**config.mk**
```make
export PLATFORM = sky130hd
export DESIGN_NAME = exec_core
export DESIGN_NICKNAME = d
export VERILOG_FILES = /design/src/core_pkg.sv /design/src/alu_if.sv /design/src/exec_alu.sv /design/src/exec_core.sv
export SDC_FILE = /design/constraint.sdc
export NUM_CORES = 2
export LEC_CHECK = 0
export ABC_AREA = 1
export BUFFER_PORTS_ARGS = -buffer_cell sky130_fd_sc_hd__clkbuf_2
export CORE_ASPECT_RATIO = 1.5
export CORE_UTILIZATION = 35
export CTS_CLUSTER_SIZE = 14
export DETAILED_ROUTE_END_ITERATION = 10
export PLACE_DENSITY_LB_ADDON = 0.25
export SETUP_SLACK_MARGIN = 0.05
export SLEW_MARGIN = 5
export SYNTH_ARGS = -nofsm -noshare
export SYNTH_HDL_FRONTEND = slang
export SYNTH_SLANG_ARGS = --single-unit
```
**constraint.sdc**
```tcl
create_clock -name clock_in -period 12.6 [get_ports clock_in]
set_input_delay 1.26 -clock clock_in [delete_from_list [all_inputs] [get_ports clock_in]]
set_output_delay 1.26 -clock clock_in [all_outputs]
set_load 0.02 [all_outputs]
```
**src/core_pkg.sv**
```systemverilog
// Purpose: Shared constants and types for the instruction execution core.
// Assumes: 16-bit instruction words, 8-bit data, word-addressed program memory.
// Notes:   Opcodes are recognised as (word & mask) == match.
package core_pkg;

	// Datapath sizes.
	localparam int PC_W        = 9;
	localparam int STACK_DEPTH = 3;
	localparam logic [8:0] PC_ONE = 9'h001;

	// Flag register bit positions.
	localparam int FLAG_C = 0;
	localparam int FLAG_Z = 1;
	localparam int FLAG_N = 2;
	localparam int FLAG_V = 3;
	localparam int FLAG_S = 4;
	localparam int FLAG_H = 5;
	localparam int FLAG_T = 6;
	localparam int FLAG_I = 7;

	// I/O address at which the flag register itself is seen.
	localparam logic [5:0] IO_FLAG_ADDR = 6'h3F;
	localparam logic [7:0] MASK_CLEAR   = 8'hFF;
	localparam logic [4:0] Z_LOW_REG    = 5'h1E;

	// Opcode masks.
	localparam logic [15:0] M_RR   = 16'hFC00;
	localparam logic [15:0] M_IMM  = 16'hF000;
	localparam logic [15:0] M_RBIT = 16'hFE08;
	localparam logic [15:0] M_IOB  = 16'hFF00;
	localparam logic [15:0] M_BR   = 16'hFC00;
	localparam logic [15:0] M_FULL = 16'hFFFF;
	localparam logic [15:0] M_LDST = 16'hFE0F;
	localparam logic [15:0] M_IO   = 16'hF800;

	// Opcode match values.
	localparam logic [15:0] OP_ADD   = 16'h0C00;
	localparam logic [15:0] OP_ADC   = 16'h1C00;
	localparam logic [15:0] OP_SUB   = 16'h1800;
	localparam logic [15:0] OP_SBCR  = 16'h0800;
	localparam logic [15:0] OP_AND   = 16'h2000;
	localparam logic [15:0] OP_XOR   = 16'h2400;
	localparam logic [15:0] OP_OR    = 16'h2800;
	localparam logic [15:0] OP_MOV   = 16'h2C00;
	localparam logic [15:0] OP_CP    = 16'h1400;
	localparam logic [15:0] OP_CMPC  = 16'h0400;
	localparam logic [15:0] OP_CMPSK = 16'h1000;
	localparam logic [15:0] OP_SUBK  = 16'h5000;
	localparam logic [15:0] OP_SBCK  = 16'h4000;
	localparam logic [15:0] OP_ANDK  = 16'h7000;
	localparam logic [15:0] OP_ORK   = 16'h6000;
	localparam logic [15:0] OP_CMPK  = 16'h3000;
	localparam logic [15:0] OP_LDI   = 16'hE000;
	localparam logic [15:0] OP_RBC   = 16'hFC00;
	localparam logic [15:0] OP_RBS   = 16'hFE00;
	localparam logic [15:0] OP_IOBC  = 16'h9900;
	localparam logic [15:0] OP_IOBS  = 16'h9B00;
	localparam logic [15:0] OP_BSET  = 16'hF000;
	localparam logic [15:0] OP_BCLR  = 16'hF400;
	localparam logic [15:0] OP_JREL  = 16'hC000;
	localparam logic [15:0] OP_CREL  = 16'hD000;
	localparam logic [15:0] OP_RET   = 16'h9508;
	localparam logic [15:0] OP_IRET  = 16'h9518;
	localparam logic [15:0] OP_LD    = 16'h8000;
	localparam logic [15:0] OP_ST    = 16'h8200;
	localparam logic [15:0] OP_IN    = 16'hB000;
	localparam logic [15:0] OP_OUT   = 16'hB800;

	// Extra wait cycles after the execute cycle, before the refetch cycle.
	localparam logic [1:0] WAIT_CALL = 2'h1;
	localparam logic [1:0] WAIT_RET  = 2'h2;

	typedef enum logic [2:0] {
		ALU_PASS, ALU_ADD, ALU_ADC, ALU_SUB, ALU_SUBC, ALU_AND, ALU_OR, ALU_XOR
	} alu_op_t;

	// Gray coded along execute -> wait -> memory.
	typedef enum logic [1:0] {
		ST_EXEC = 2'b00,
		ST_WAIT = 2'b01,
		ST_MEM  = 2'b11
	} core_state_e_t;

	typedef struct packed {
		core_state_e_t                     state;
		logic                              valid;
		logic [15:0]                       instr;
		logic [PC_W-1:0]                   pc;
		logic [1:0]                        wait_cnt;
		logic [31:0][7:0]                  rf;
		logic [7:0]                        flags;
		logic [STACK_DEPTH-1:0][PC_W-1:0]  stack;
		logic [5:0]                        io_raddr;
		logic                              io_re;
		logic [5:0]                        io_waddr;
		logic                              io_we;
		logic [7:0]                        io_wdata;
		logic [7:0]                        dmem_addr;
		logic                              dmem_re;
		logic                              dmem_we;
		logic [7:0]                        dmem_wdata;
		logic [4:0]                        ld_dst;
	} core_state_t;

endpackage

```
**src/alu_if.sv**
```systemverilog
// Purpose: Carries operands and results between the core and its ALU.
// Assumes: Purely combinational exchange within one cycle.
// Notes:   Flags travel as a whole byte; the ALU returns the updated byte.
`timescale 1ns/1ps
interface alu_if;
	core_pkg::alu_op_t op;
	logic [7:0]        a;
	logic [7:0]        b;
	logic [7:0]        flags_in;
	logic [7:0]        result;
	logic [7:0]        flags_out;

	modport core (output op, output a, output b, output flags_in,
		input result, input flags_out);
	modport alu (input op, input a, input b, input flags_in,
		output result, output flags_out);
endinterface

```
**src/exec_alu.sv**
```systemverilog
// Purpose: 8-bit arithmetic and logic unit with flag generation.
// Assumes: Operands are stable for the whole cycle.
// Notes:   ALU_PASS leaves every flag untouched.
`timescale 1ns/1ps
module exec_alu
(
	// Operand and result channel.
	alu_if.alu bus
);

	////////////////////////////////////////////////////////////////////////
	// Result and flag computation.
	always_comb
	begin
		logic [8:0] sum;
		logic [8:0] dif;
		logic [7:0] r;
		logic [7:0] f;
		logic       cin;
		sum = 9'h000;
		dif = 9'h000;
		r   = bus.a;
		f   = bus.flags_in;
		cin = bus.flags_in[core_pkg::FLAG_C];
		sum = {1'b0, bus.a} + {1'b0, bus.b} + {8'h00, (bus.op == core_pkg::ALU_ADC) & cin};
		dif = {1'b0, bus.a} - {1'b0, bus.b} - {8'h00, (bus.op == core_pkg::ALU_SUBC) & cin};
		case (bus.op)
			core_pkg::ALU_ADD, core_pkg::ALU_ADC:
			begin
				r = sum[7:0];
				f[core_pkg::FLAG_C] = sum[8];
				f[core_pkg::FLAG_H] = (bus.a[3] & bus.b[3]) | (bus.b[3] & ~r[3]) | (~r[3] & bus.a[3]);
				f[core_pkg::FLAG_V] = (bus.a[7] & bus.b[7] & ~r[7]) | (~bus.a[7] & ~bus.b[7] & r[7]);
			end
			core_pkg::ALU_SUB, core_pkg::ALU_SUBC:
			begin
				r = dif[7:0];
				f[core_pkg::FLAG_C] = dif[8];
				f[core_pkg::FLAG_H] = (~bus.a[3] & bus.b[3]) | (bus.b[3] & r[3]) | (r[3] & ~bus.a[3]);
				f[core_pkg::FLAG_V] = (bus.a[7] & ~bus.b[7] & ~r[7]) | (~bus.a[7] & bus.b[7] & r[7]);
			end
			core_pkg::ALU_AND:
			begin
				r = bus.a & bus.b;
				f[core_pkg::FLAG_V] = 1'b0;
			end
			core_pkg::ALU_OR:
			begin
				r = bus.a | bus.b;
				f[core_pkg::FLAG_V] = 1'b0;
			end
			core_pkg::ALU_XOR:
			begin
				r = bus.a ^ bus.b;
				f[core_pkg::FLAG_V] = 1'b0;
			end
			default:
			begin
				r = bus.a;
			end
		endcase
		// Zero after a borrow-chained subtraction only stays set if it was set, so
		// multi-byte compares see zero over the whole word.
		if (bus.op != core_pkg::ALU_PASS)
		begin
			f[core_pkg::FLAG_N] = r[7];
			f[core_pkg::FLAG_Z] = (r == 8'h00) &
				((bus.op != core_pkg::ALU_SUBC) | bus.flags_in[core_pkg::FLAG_Z]);
			f[core_pkg::FLAG_S] = f[core_pkg::FLAG_N] ^ f[core_pkg::FLAG_V];
		end
		bus.result    = r;
		bus.flags_out = f;
	end

endmodule // exec_alu

```
**src/exec_core.sv**
```systemverilog
// Purpose: Fetch and execute core for an 8-bit instruction subset.
// Assumes: Program, data and I/O memories answer combinationally in the cycle
//          their registered address is shown.
// Notes:   Fetch overlaps execute, so a redirect costs one flush cycle.
//
// Overview of operation
// - Add, add-with-carry write sum, set six flags.
// - Register subtract with borrow, six flags, one cycle.
// - Immediate subtract with borrow, six flags.
// - Immediate subtract, six flags, one cycle.
// - Logic ops set Z,N,V; keep C,H.
// - Set-bits ORs the mask in.
// - Clear-bits ANDs with FFh minus mask.
// - Test ANDs register with itself, flags only.
// - Compares set flags, never write a register.
// - Compare-skip-equal skips next, one or two cycles.
// - Register-bit skip on clear or set bit.
// - I/O-bit skip on clear or set bit.
// - Flag branch to pc plus offset plus one.
// - Zero, carry, negative branches test their flag.
// - Unsigned branches test carry clear or set.
// - Signed branches test negative xor overflow.
// - Half-carry, transfer, overflow branches both polarities.
// - Interrupt branches test global interrupt enable.
`timescale 1ns/1ps
module exec_core
(
	// Clock and reset.
	input  wire logic                      clock_in,
	input  wire logic                      sys_rst_in,
	// Program memory.
	output logic [core_pkg::PC_W-1:0]      pmem_addr_out,
	input  wire logic [15:0]               pmem_data_in,
	// I/O space.
	output logic [5:0]                     io_raddr_out,
	output logic                           io_re_out,
	input  wire logic [7:0]                io_rdata_in,
	output logic [5:0]                     io_waddr_out,
	output logic                           io_we_out,
	output logic [7:0]                     io_wdata_out,
	// Data memory reached through the Z pointer.
	output logic [7:0]                     dmem_addr_out,
	output logic                           dmem_re_out,
	output logic                           dmem_we_out,
	output logic [7:0]                     dmem_wdata_out,
	input  wire logic [7:0]                dmem_rdata_in,
	// Status.
	output logic [7:0]                     cpu_flag_register_out
);

	core_pkg::core_state_t st_r;
	core_pkg::core_state_t st_nxt;
	alu_if                 alu_bus ();

	logic [15:0] ins;
	logic [4:0]  rd_idx;
	logic [4:0]  src_reg;
	logic [4:0]  imm_idx;
	logic [7:0]  rd_val;
	logic [7:0]  rr_val;
	logic [7:0]  imm_val;
	logic [4:0]  alu_dst;
	logic        alu_wr;
	logic        alu_use;
	logic        exec_v;

	function automatic logic hit(input logic [15:0] w, input logic [15:0] m,
		input logic [15:0] p);
		return (w & m) == p;
	endfunction

	exec_alu u_alu
	(
		.bus (alu_bus.alu)
	);

	////////////////////////////////////////////////////////////////////////
	// Operand fields of the instruction in execute.
	assign ins     = st_r.instr;
	assign rd_idx  = ins[8:4];
	assign src_reg = {ins[9], ins[3:0]};
	assign imm_idx = {1'b1, ins[7:4]};
	assign imm_val = {ins[11:8], ins[3:0]};
	assign rd_val  = st_r.rf[rd_idx];
	assign rr_val  = st_r.rf[src_reg];
	assign exec_v  = (st_r.state == core_pkg::ST_EXEC) & st_r.valid;

	////////////////////////////////////////////////////////////////////////
	// ALU operation select; compares use the ALU but do not write back.
	always_comb
	begin
		alu_bus.op       = core_pkg::ALU_PASS;
		alu_bus.a        = rd_val;
		alu_bus.b        = rr_val;
		alu_bus.flags_in = st_r.flags;
		alu_dst          = rd_idx;
		alu_wr           = 1'b0;
		alu_use          = 1'b1;
		if (hit(ins, core_pkg::M_RR, core_pkg::OP_ADD))
		begin
			alu_bus.op = core_pkg::ALU_ADD;
			alu_wr     = 1'b1;
		end
		else if (hit(ins, core_pkg::M_RR, core_pkg::OP_ADC))
		begin
			alu_bus.op = core_pkg::ALU_ADC;
			alu_wr     = 1'b1;
		end
		else if (hit(ins, core_pkg::M_RR, core_pkg::OP_SUB))
		begin
			alu_bus.op = core_pkg::ALU_SUB;
			alu_wr     = 1'b1;
		end
		else if (hit(ins, core_pkg::M_RR, core_pkg::OP_SBCR))
		begin
			alu_bus.op = core_pkg::ALU_SUBC;
			alu_wr     = 1'b1;
		end
		else if (hit(ins, core_pkg::M_RR, core_pkg::OP_AND))
		begin
			// With both operands the same register this is the zero/minus test.
			alu_bus.op = core_pkg::ALU_AND;
			alu_wr     = 1'b1;
		end
		else if (hit(ins, core_pkg::M_RR, core_pkg::OP_OR))
		begin
			alu_bus.op = core_pkg::ALU_OR;
			alu_wr     = 1'b1;
		end
		else if (hit(ins, core_pkg::M_RR, core_pkg::OP_XOR))
		begin
			alu_bus.op = core_pkg::ALU_XOR;
			alu_wr     = 1'b1;
		end
		else if (hit(ins, core_pkg::M_RR, core_pkg::OP_CP))
		begin
			alu_bus.op = core_pkg::ALU_SUB;
		end
		else if (hit(ins, core_pkg::M_RR, core_pkg::OP_CMPC))
		begin
			alu_bus.op = core_pkg::ALU_SUBC;
		end
		else if (ins[15:14] != 2'b10 && ins[15:13] != 3'b111 && ins[15:12] != 4'h0 &&
			ins[15:12] != 4'h1 && ins[15:12] != 4'h2)
		begin
			// Register-immediate forms address only the upper sixteen registers.
			alu_bus.a = st_r.rf[imm_idx];
			alu_bus.b = imm_val;
			alu_dst   = imm_idx;
			case (ins[15:12])
				core_pkg::OP_SUBK[15:12]: begin alu_bus.op = core_pkg::ALU_SUB; alu_wr = 1'b1; end
				core_pkg::OP_SBCK[15:12]: begin alu_bus.op = core_pkg::ALU_SUBC; alu_wr = 1'b1; end
				// The assembler folds clear-bits into this form with FFh minus the mask.
				core_pkg::OP_ANDK[15:12]: begin alu_bus.op = core_pkg::ALU_AND; alu_wr = 1'b1; end
				core_pkg::OP_ORK[15:12]:  begin alu_bus.op = core_pkg::ALU_OR;  alu_wr = 1'b1; end
				core_pkg::OP_CMPK[15:12]: alu_bus.op = core_pkg::ALU_SUB;
				default:                  alu_use = 1'b0;
			endcase
		end
		else
		begin
			alu_use = 1'b0;
		end
	end

	////////////////////////////////////////////////////////////////////////
	// Next-state logic: execute, wait and data-memory cycles, then fetch.
	always_comb
	begin
		logic                      do_fetch;
		logic                      keep;
		logic                      redirect;
		logic                      cond;
		logic [15:0]               w;
		do_fetch       = 1'b0;
		keep           = 1'b1;
		redirect       = 1'b0;
		cond           = 1'b0;
		w              = pmem_data_in;
		st_nxt         = st_r;
		st_nxt.io_re   = 1'b0;
		st_nxt.io_we   = 1'b0;
		st_nxt.dmem_re = 1'b0;
		st_nxt.dmem_we = 1'b0;
		case (st_r.state)
			core_pkg::ST_EXEC:
			begin
				do_fetch = 1'b1;
				if (st_r.valid)
				begin
					if (alu_use)
					begin
						st_nxt.flags = alu_bus.flags_out;
						if (alu_wr)
							st_nxt.rf[alu_dst] = alu_bus.result;
					end
					else if (hit(ins, core_pkg::M_RR, core_pkg::OP_MOV))
						st_nxt.rf[rd_idx] = rr_val;
					else if (hit(ins, core_pkg::M_IMM, core_pkg::OP_LDI))
						st_nxt.rf[imm_idx] = imm_val;
					else if (hit(ins, core_pkg::M_RR, core_pkg::OP_CMPSK))
						keep = ~(rd_val == rr_val);
					else if (hit(ins, core_pkg::M_RBIT, core_pkg::OP_RBC))
						keep = rd_val[ins[2:0]];
					else if (hit(ins, core_pkg::M_RBIT, core_pkg::OP_RBS))
						keep = ~rd_val[ins[2:0]];
					else if (hit(ins, core_pkg::M_IOB, core_pkg::OP_IOBC))
						keep = io_rdata_in[ins[2:0]];
					else if (hit(ins, core_pkg::M_IOB, core_pkg::OP_IOBS))
						keep = ~io_rdata_in[ins[2:0]];
					else if (hit(ins, core_pkg::M_BR, core_pkg::OP_BSET) ||
						hit(ins, core_pkg::M_BR, core_pkg::OP_BCLR))
					begin
						// Selectable bit covers Z/C/N, S for signed, H, T, V and I.
						cond = st_r.flags[ins[2:0]] ^ ins[10];
						if (cond)
						begin
							st_nxt.pc = st_r.pc + {{2{ins[9]}}, ins[9:3]};
							redirect  = 1'b1;
							keep      = 1'b0;
						end
					end
					else if (hit(ins, core_pkg::M_IMM, core_pkg::OP_JREL) ||
						hit(ins, core_pkg::M_IMM, core_pkg::OP_CREL))
					begin
						st_nxt.pc = st_r.pc + ins[8:0];
						redirect  = 1'b1;
						do_fetch  = 1'b0;
						st_nxt.valid = 1'b0;
						if (ins[12])
						begin
							// Return address is the word after the call.
							for (int i = core_pkg::STACK_DEPTH - 1; i > 0; i--)
								st_nxt.stack[i] = st_r.stack[i-1];
							st_nxt.stack[0]  = st_r.pc;
							st_nxt.wait_cnt  = core_pkg::WAIT_CALL;
							st_nxt.state     = core_pkg::ST_WAIT;
						end
					end
					else if (hit(ins, core_pkg::M_FULL, core_pkg::OP_RET) ||
						hit(ins, core_pkg::M_FULL, core_pkg::OP_IRET))
					begin
						st_nxt.pc = st_r.stack[0];
						for (int i = 0; i < core_pkg::STACK_DEPTH - 1; i++)
							st_nxt.stack[i] = st_r.stack[i+1];
						if (ins[4])
							st_nxt.flags[core_pkg::FLAG_I] = 1'b1;
						do_fetch        = 1'b0;
						st_nxt.valid    = 1'b0;
						st_nxt.wait_cnt = core_pkg::WAIT_RET;
						st_nxt.state    = core_pkg::ST_WAIT;
					end
					else if (hit(ins, core_pkg::M_LDST, core_pkg::OP_LD) ||
						hit(ins, core_pkg::M_LDST, core_pkg::OP_ST))
					begin
						// Fetch stalls one cycle while the data access is under way.
						do_fetch          = 1'b0;
						st_nxt.dmem_addr  = st_r.rf[core_pkg::Z_LOW_REG];
						st_nxt.dmem_re    = ~ins[9];
						st_nxt.dmem_we    = ins[9];
						st_nxt.dmem_wdata = rd_val;
						st_nxt.ld_dst     = rd_idx;
						st_nxt.state      = core_pkg::ST_MEM;
					end
					else if (hit(ins, core_pkg::M_IO, core_pkg::OP_IN))
						st_nxt.rf[rd_idx] = (st_r.io_raddr == core_pkg::IO_FLAG_ADDR) ?
							st_r.flags : io_rdata_in;
					else if (hit(ins, core_pkg::M_IO, core_pkg::OP_OUT))
					begin
						if ({ins[10:9], ins[3:0]} == core_pkg::IO_FLAG_ADDR)
							st_nxt.flags = rd_val;
						else
						begin
							st_nxt.io_we    = 1'b1;
							st_nxt.io_waddr = {ins[10:9], ins[3:0]};
							st_nxt.io_wdata = rd_val;
						end
					end
				end
			end
			core_pkg::ST_WAIT:
			begin
				st_nxt.valid    = 1'b0;
				st_nxt.wait_cnt = st_r.wait_cnt - 2'h1;
				if (st_r.wait_cnt == 2'h1)
					st_nxt.state = core_pkg::ST_EXEC;
			end
			core_pkg::ST_MEM:
			begin
				if (st_r.dmem_re)
					st_nxt.rf[st_r.ld_dst] = dmem_rdata_in;
				do_fetch     = 1'b1;
				st_nxt.state = core_pkg::ST_EXEC;
			end
			default:
			begin
				st_nxt.state = core_pkg::ST_EXEC;
				st_nxt.valid = 1'b0;
			end
		endcase
		// A dropped word still moves the counter, which gives the skip its two cycles.
		if (do_fetch)
		begin
			st_nxt.instr = w;
			st_nxt.valid = keep;
			if (!redirect)
				st_nxt.pc = st_r.pc + core_pkg::PC_ONE;
			// Reads are started only for words that will execute, so a read with side
			// effects on a dropped path never reaches the I/O space.
			if (keep && hit(w, core_pkg::M_IO, core_pkg::OP_IN))
			begin
				st_nxt.io_re    = 1'b1;
				st_nxt.io_raddr = {w[10:9], w[3:0]};
			end
			else if (keep && (hit(w, core_pkg::M_IOB, core_pkg::OP_IOBC) ||
				hit(w, core_pkg::M_IOB, core_pkg::OP_IOBS)))
			begin
				st_nxt.io_re    = 1'b1;
				st_nxt.io_raddr = {1'b0, w[7:3]};
			end
		end
	end

	////////////////////////////////////////////////////////////////////////
	// State register.
	always_ff @(posedge clock_in or posedge sys_rst_in)
	begin
		if (sys_rst_in)
			st_r <= '0;
		else
			st_r <= st_nxt;
	end

	// All outputs are fields of the state register.
	assign pmem_addr_out         = st_r.pc;
	assign io_raddr_out          = st_r.io_raddr;
	assign io_re_out             = st_r.io_re;
	assign io_waddr_out          = st_r.io_waddr;
	assign io_we_out             = st_r.io_we;
	assign io_wdata_out          = st_r.io_wdata;
	assign dmem_addr_out         = st_r.dmem_addr;
	assign dmem_re_out           = st_r.dmem_re;
	assign dmem_we_out           = st_r.dmem_we;
	assign dmem_wdata_out        = st_r.dmem_wdata;
	assign cpu_flag_register_out = st_r.flags;
endmodule // exec_core

```
==> flow_summary_export.csv <==
group,metric,value,unit
cells_and_area,final_area,33200,um2
die,die_h,365,um
synthesis,synth_top_family_by_area,"compound AO/OA/AOI/OAI gates",
global_route,grt_pass1_wl,249,mm
global_route,grt_pass1_vias,34262,
synthesis,yosys_warnings,0,
detailed_routing,drt-pass1-iter-count,6,
clocking,cts_tree,"done",
clocking,holdBufCountCts,0,
synthesis,synth_area,30700,um2
timing,rsz0062_at_grt,"false",
synthesis,yosys.area_share.simple,26.1,%
global_route,grtUsageMet1,43.6,%
clocking,htree_num_levels,2,
setup_path,start_kind,"register",
setup_path,critPathMostFrequentCell,"nand2_1",
timing,worst_pin_slew,1460,ps
synthesis,ys_seq_area_share,29.8,%
die,core-area,86700,um2
synthesis,syn_area_per_cell,6.63,um2
setup_path,worstPathRequired,13160,ps
setup_path,crit_family,"simple AND/OR/NAND/NOR gates",
timing,final_hold_viol_count,0,
timing,maxSlewHeadroom,2.29,%
clocking,clock-sinks,366,
timing,fin_crit,7480,ps
clocking,cts_resized,0,
place,place_hpwl,113,mm
cells_and_area,fin_nets,4602,
timing,clock_skew,29.6,ps
min_path,holdPathStages,2,
place,gp_congestion,1.09,
timing,max_freq,134,MHz
detailed_routing,route.vias.total,36835,
timing,maxSlewViolCount,0,
setup_path,worst-setup-path-type,"reg -> reg",
place,post-place-ws,5740,ps
clocking,cts_buffers,42,
synthesis,yosys_register_bits,366,
setup_path,cp.depth,25,
synthesis,synth.area.mux_share,0.0366,%
detailed_routing,routed_wl,176,mm
detailed_routing,via_per_inst,6.47,
detailed_routing,ant_nets,0,
setup_path,crit_path_max_fanout,29,
cells_and_area,area_delta_synth_final,7.98,%
clocking,root_buffer,"clkbuf_16",
detailed_routing,drc_errors,0,
clocking,clkTransAtPathRegs,70,ps
setup_path,cpMaxStageDelayCell,"nand2_1",
synthesis,yosys.area_share.adder,2.53,%
die,rows,132,
synthesis,synth_cells,4635,
setup_path,r2r_cells,25,
setup_path,arrival,8040,ps
clocking,insertion_delay,650,ps
synthesis,synth-xor-area-share,0.570,%
timing,fin_tns_setup,0,ps
detailed_routing,first_iter_violations,5265,
global_route,grt_start_max_net_pins,135,
min_path,hold_path_class,"reg -> reg",
global_route,grt_antenna_before_repair,9,
cells_and_area,final_util,38.3,%
die,io_pins,91,
die,die_width,244,um
die,start_util,35.4,%
flow_run,max_cap_viol_count,0,
detailed_routing,avgRoutedWirePerCell,31.0,um
setup_path,crit_path_max_incr_delay,1010,ps
synthesis,synthArstFlopShare,100,%
global_route,grt_usage,39.0,%
place,io_buffers,90,
cells_and_area,drive_gt1_share,7.99,%
synthesis,synth_nets,4727,
timing,period_share,59.4,%
timing,layout_setup_ws,5120,ps
global_route,grt_use_met2,59.5,%
global_route,grt_overflow_total,0,
synthesis,ys_types,61,
clocking,post_cts_buffers,0,
global_route,met3_usage,12.5,%
global_route,grt_busiest_layer,"met2",
die,die_area,89000,um2
synthesis,synth_edf_count,0,
clocking,clockBufferDepth,3,
place,placed_area,31600,um2
outcome,status,"finished, final reports clean",
setup_path,crit_buf_inv,4,
setup_path,cp-end-kind,"register",
synthesis,synth_flop_cell,"dfrtp_1",
synthesis,synth_compound_area_share,29.0,%
timing,finalSetupViolCount,0,
[cells in the mapped netlist (4+ instances only)]
library cell	n	share of area, %
a21oi_1	319	5.2
a31oi_1	31	0.63
nand2_2	7	0.14
nor2_1	515	6.3
nand2_1	943	12
xnor2_1	6	0.17
xor2_1	14	0.40
o221ai_4	7	0.60
a22oi_1	228	5.6
o21a_1	8	0.20
a21boi_1	17	0.42
clkinv_1	19	0.23
o2111ai_4	5	0.43
clkbuf_1	171	2.1
o2111ai_1	15	0.43
o221ai_1	115	3.3
nand3_1	227	3.7
inv_2	24	0.29
fa_1	7	0.46
o2111ai_2	5	0.24
o21ai_1	38	0.62
dfrtp_1	366	30
nand2_4	4	0.15
nor4_1	6	0.12
o21ai_2	10	0.28
nor2_2	6	0.12
o22ai_1	29	0.59
buf_2	99	1.6
nand4_1	153	3.1
o211ai_1	39	0.95
o221ai_2	7	0.34
ha_1	51	2.1
buf_4	62	1.5
buf_1	9	0.11
a21boi_0	7	0.17
inv_1	491	6.0
or2_2	6	0.12
nor3_1	23	0.37
o21ai_0	508	8.3
a211oi_1	7	0.17
[per-stage QoR]
step | instances | hold slack (ps)
after floorplan | 4635 | 453
after detailed placement | 5605 | 473
final | 5694 | 485
after global routing | 5687 | 512
after global placement | 5605 | 467
after CTS | 5682 | 488
[routing by layer]
metal	part of all wire (%)	vias up
li1	-	15628
met1	34	17241
met2	43	2960
met3	12	1002
met4	11	4
met5	0.016	-
[kinds of logic after synthesis]
group | after synthesis
and+or+nand+nor | 1900
adders and majority gates | 58
xor gates and xnor gates | 20
AOI/OAI and AO/OA | 1410
muxes | 1
buffers and inverters | 880
DFF | 366
[worst reg2reg max path: stages, from the launching register on]
cell and delay, ps:
dfrtp_2 510, inv_2 400, buf_4 570, nand2_1 1040, o22ai_1 470, o21ai_0 210
nand4_1 230, nand2_1 80, buf_4 260, o21ai_0 450, inv_1 150, ha_1 380
ha_1 340, nand2_1 100, nor2_1 50, a211oi_1 160, nand2_1 170, nand2_1 140
nand2_1 80, nand2_1 100, nand3_2 110, nand2_4 350, nand2_2 150, o21bai_4 560
nand2_1 140, a21boi_1 190
[state kept, by name (all words and copies together) (netlist names), 6 cells and up]
signal / count
pmem_addr_out: 9
st_r: 293
cpu_flag_register_out: 8
io_waddr_out: 6
dmem_wdata_out: 8
io_raddr_out: 6
ins: 16
dmem_addr_out: 8
io_wdata_out: 8
[layout by cell type (no fill, tap or decap), types with 12 or more instances in the layout]
cell / instances
a31oi_1: 31
nand4_1: 153
nand3_1: 227
o221ai_1: 115
nor2_1: 511
o2111ai_1: 15
clkinv_1: 16
a22oi_1: 228
o21ai_1: 38
nor3_1: 22
buf_4: 84
o21ai_0: 507
a21oi_1: 318
inv_2: 27
clkbuf_16: 42
clkbuf_2: 90
inv_1: 490
o22ai_1: 29
xor2_1: 14
o211ai_1: 39
dfrtp_1: 362
clkbuf_8: 12
nand2_1: 939
ha_1: 51
diode_2: 12
a21boi_1: 17
[final timing paths]
path	slack, ps	endpoint	from
setup / recovery	5120	st_r[135]	ins[1]
hold / removal	480	io_wdata_out[0]	io_wdata_out[0]
setup reg to reg	5120	st_r[135]	ins[1]
hold reg to reg	480	io_wdata_out[0]	io_wdata_out[0]
max in group asynchronous	9770	st_r[133]	sys_rst_in
min in group asynchronous	780	dmem_wdata_out[5]	sys_rst_in
[cell type report]
type | instances | area [um2]
fill | 9352 | 53500
multi-input combinational | 3389 | 17900
sequential | 366 | 9170
inverter | 536 | 2020
tap | 1139 | 1430
clock buffer | 58 | 1230
timing repair buffer | 175 | 1100
clock inverter | 19 | 273
antenna | 12 | 30.0
Power is left out: the tool's default activity adds up to more than one toggle a clock period on the data nets, which glitch-free logic cannot reach.
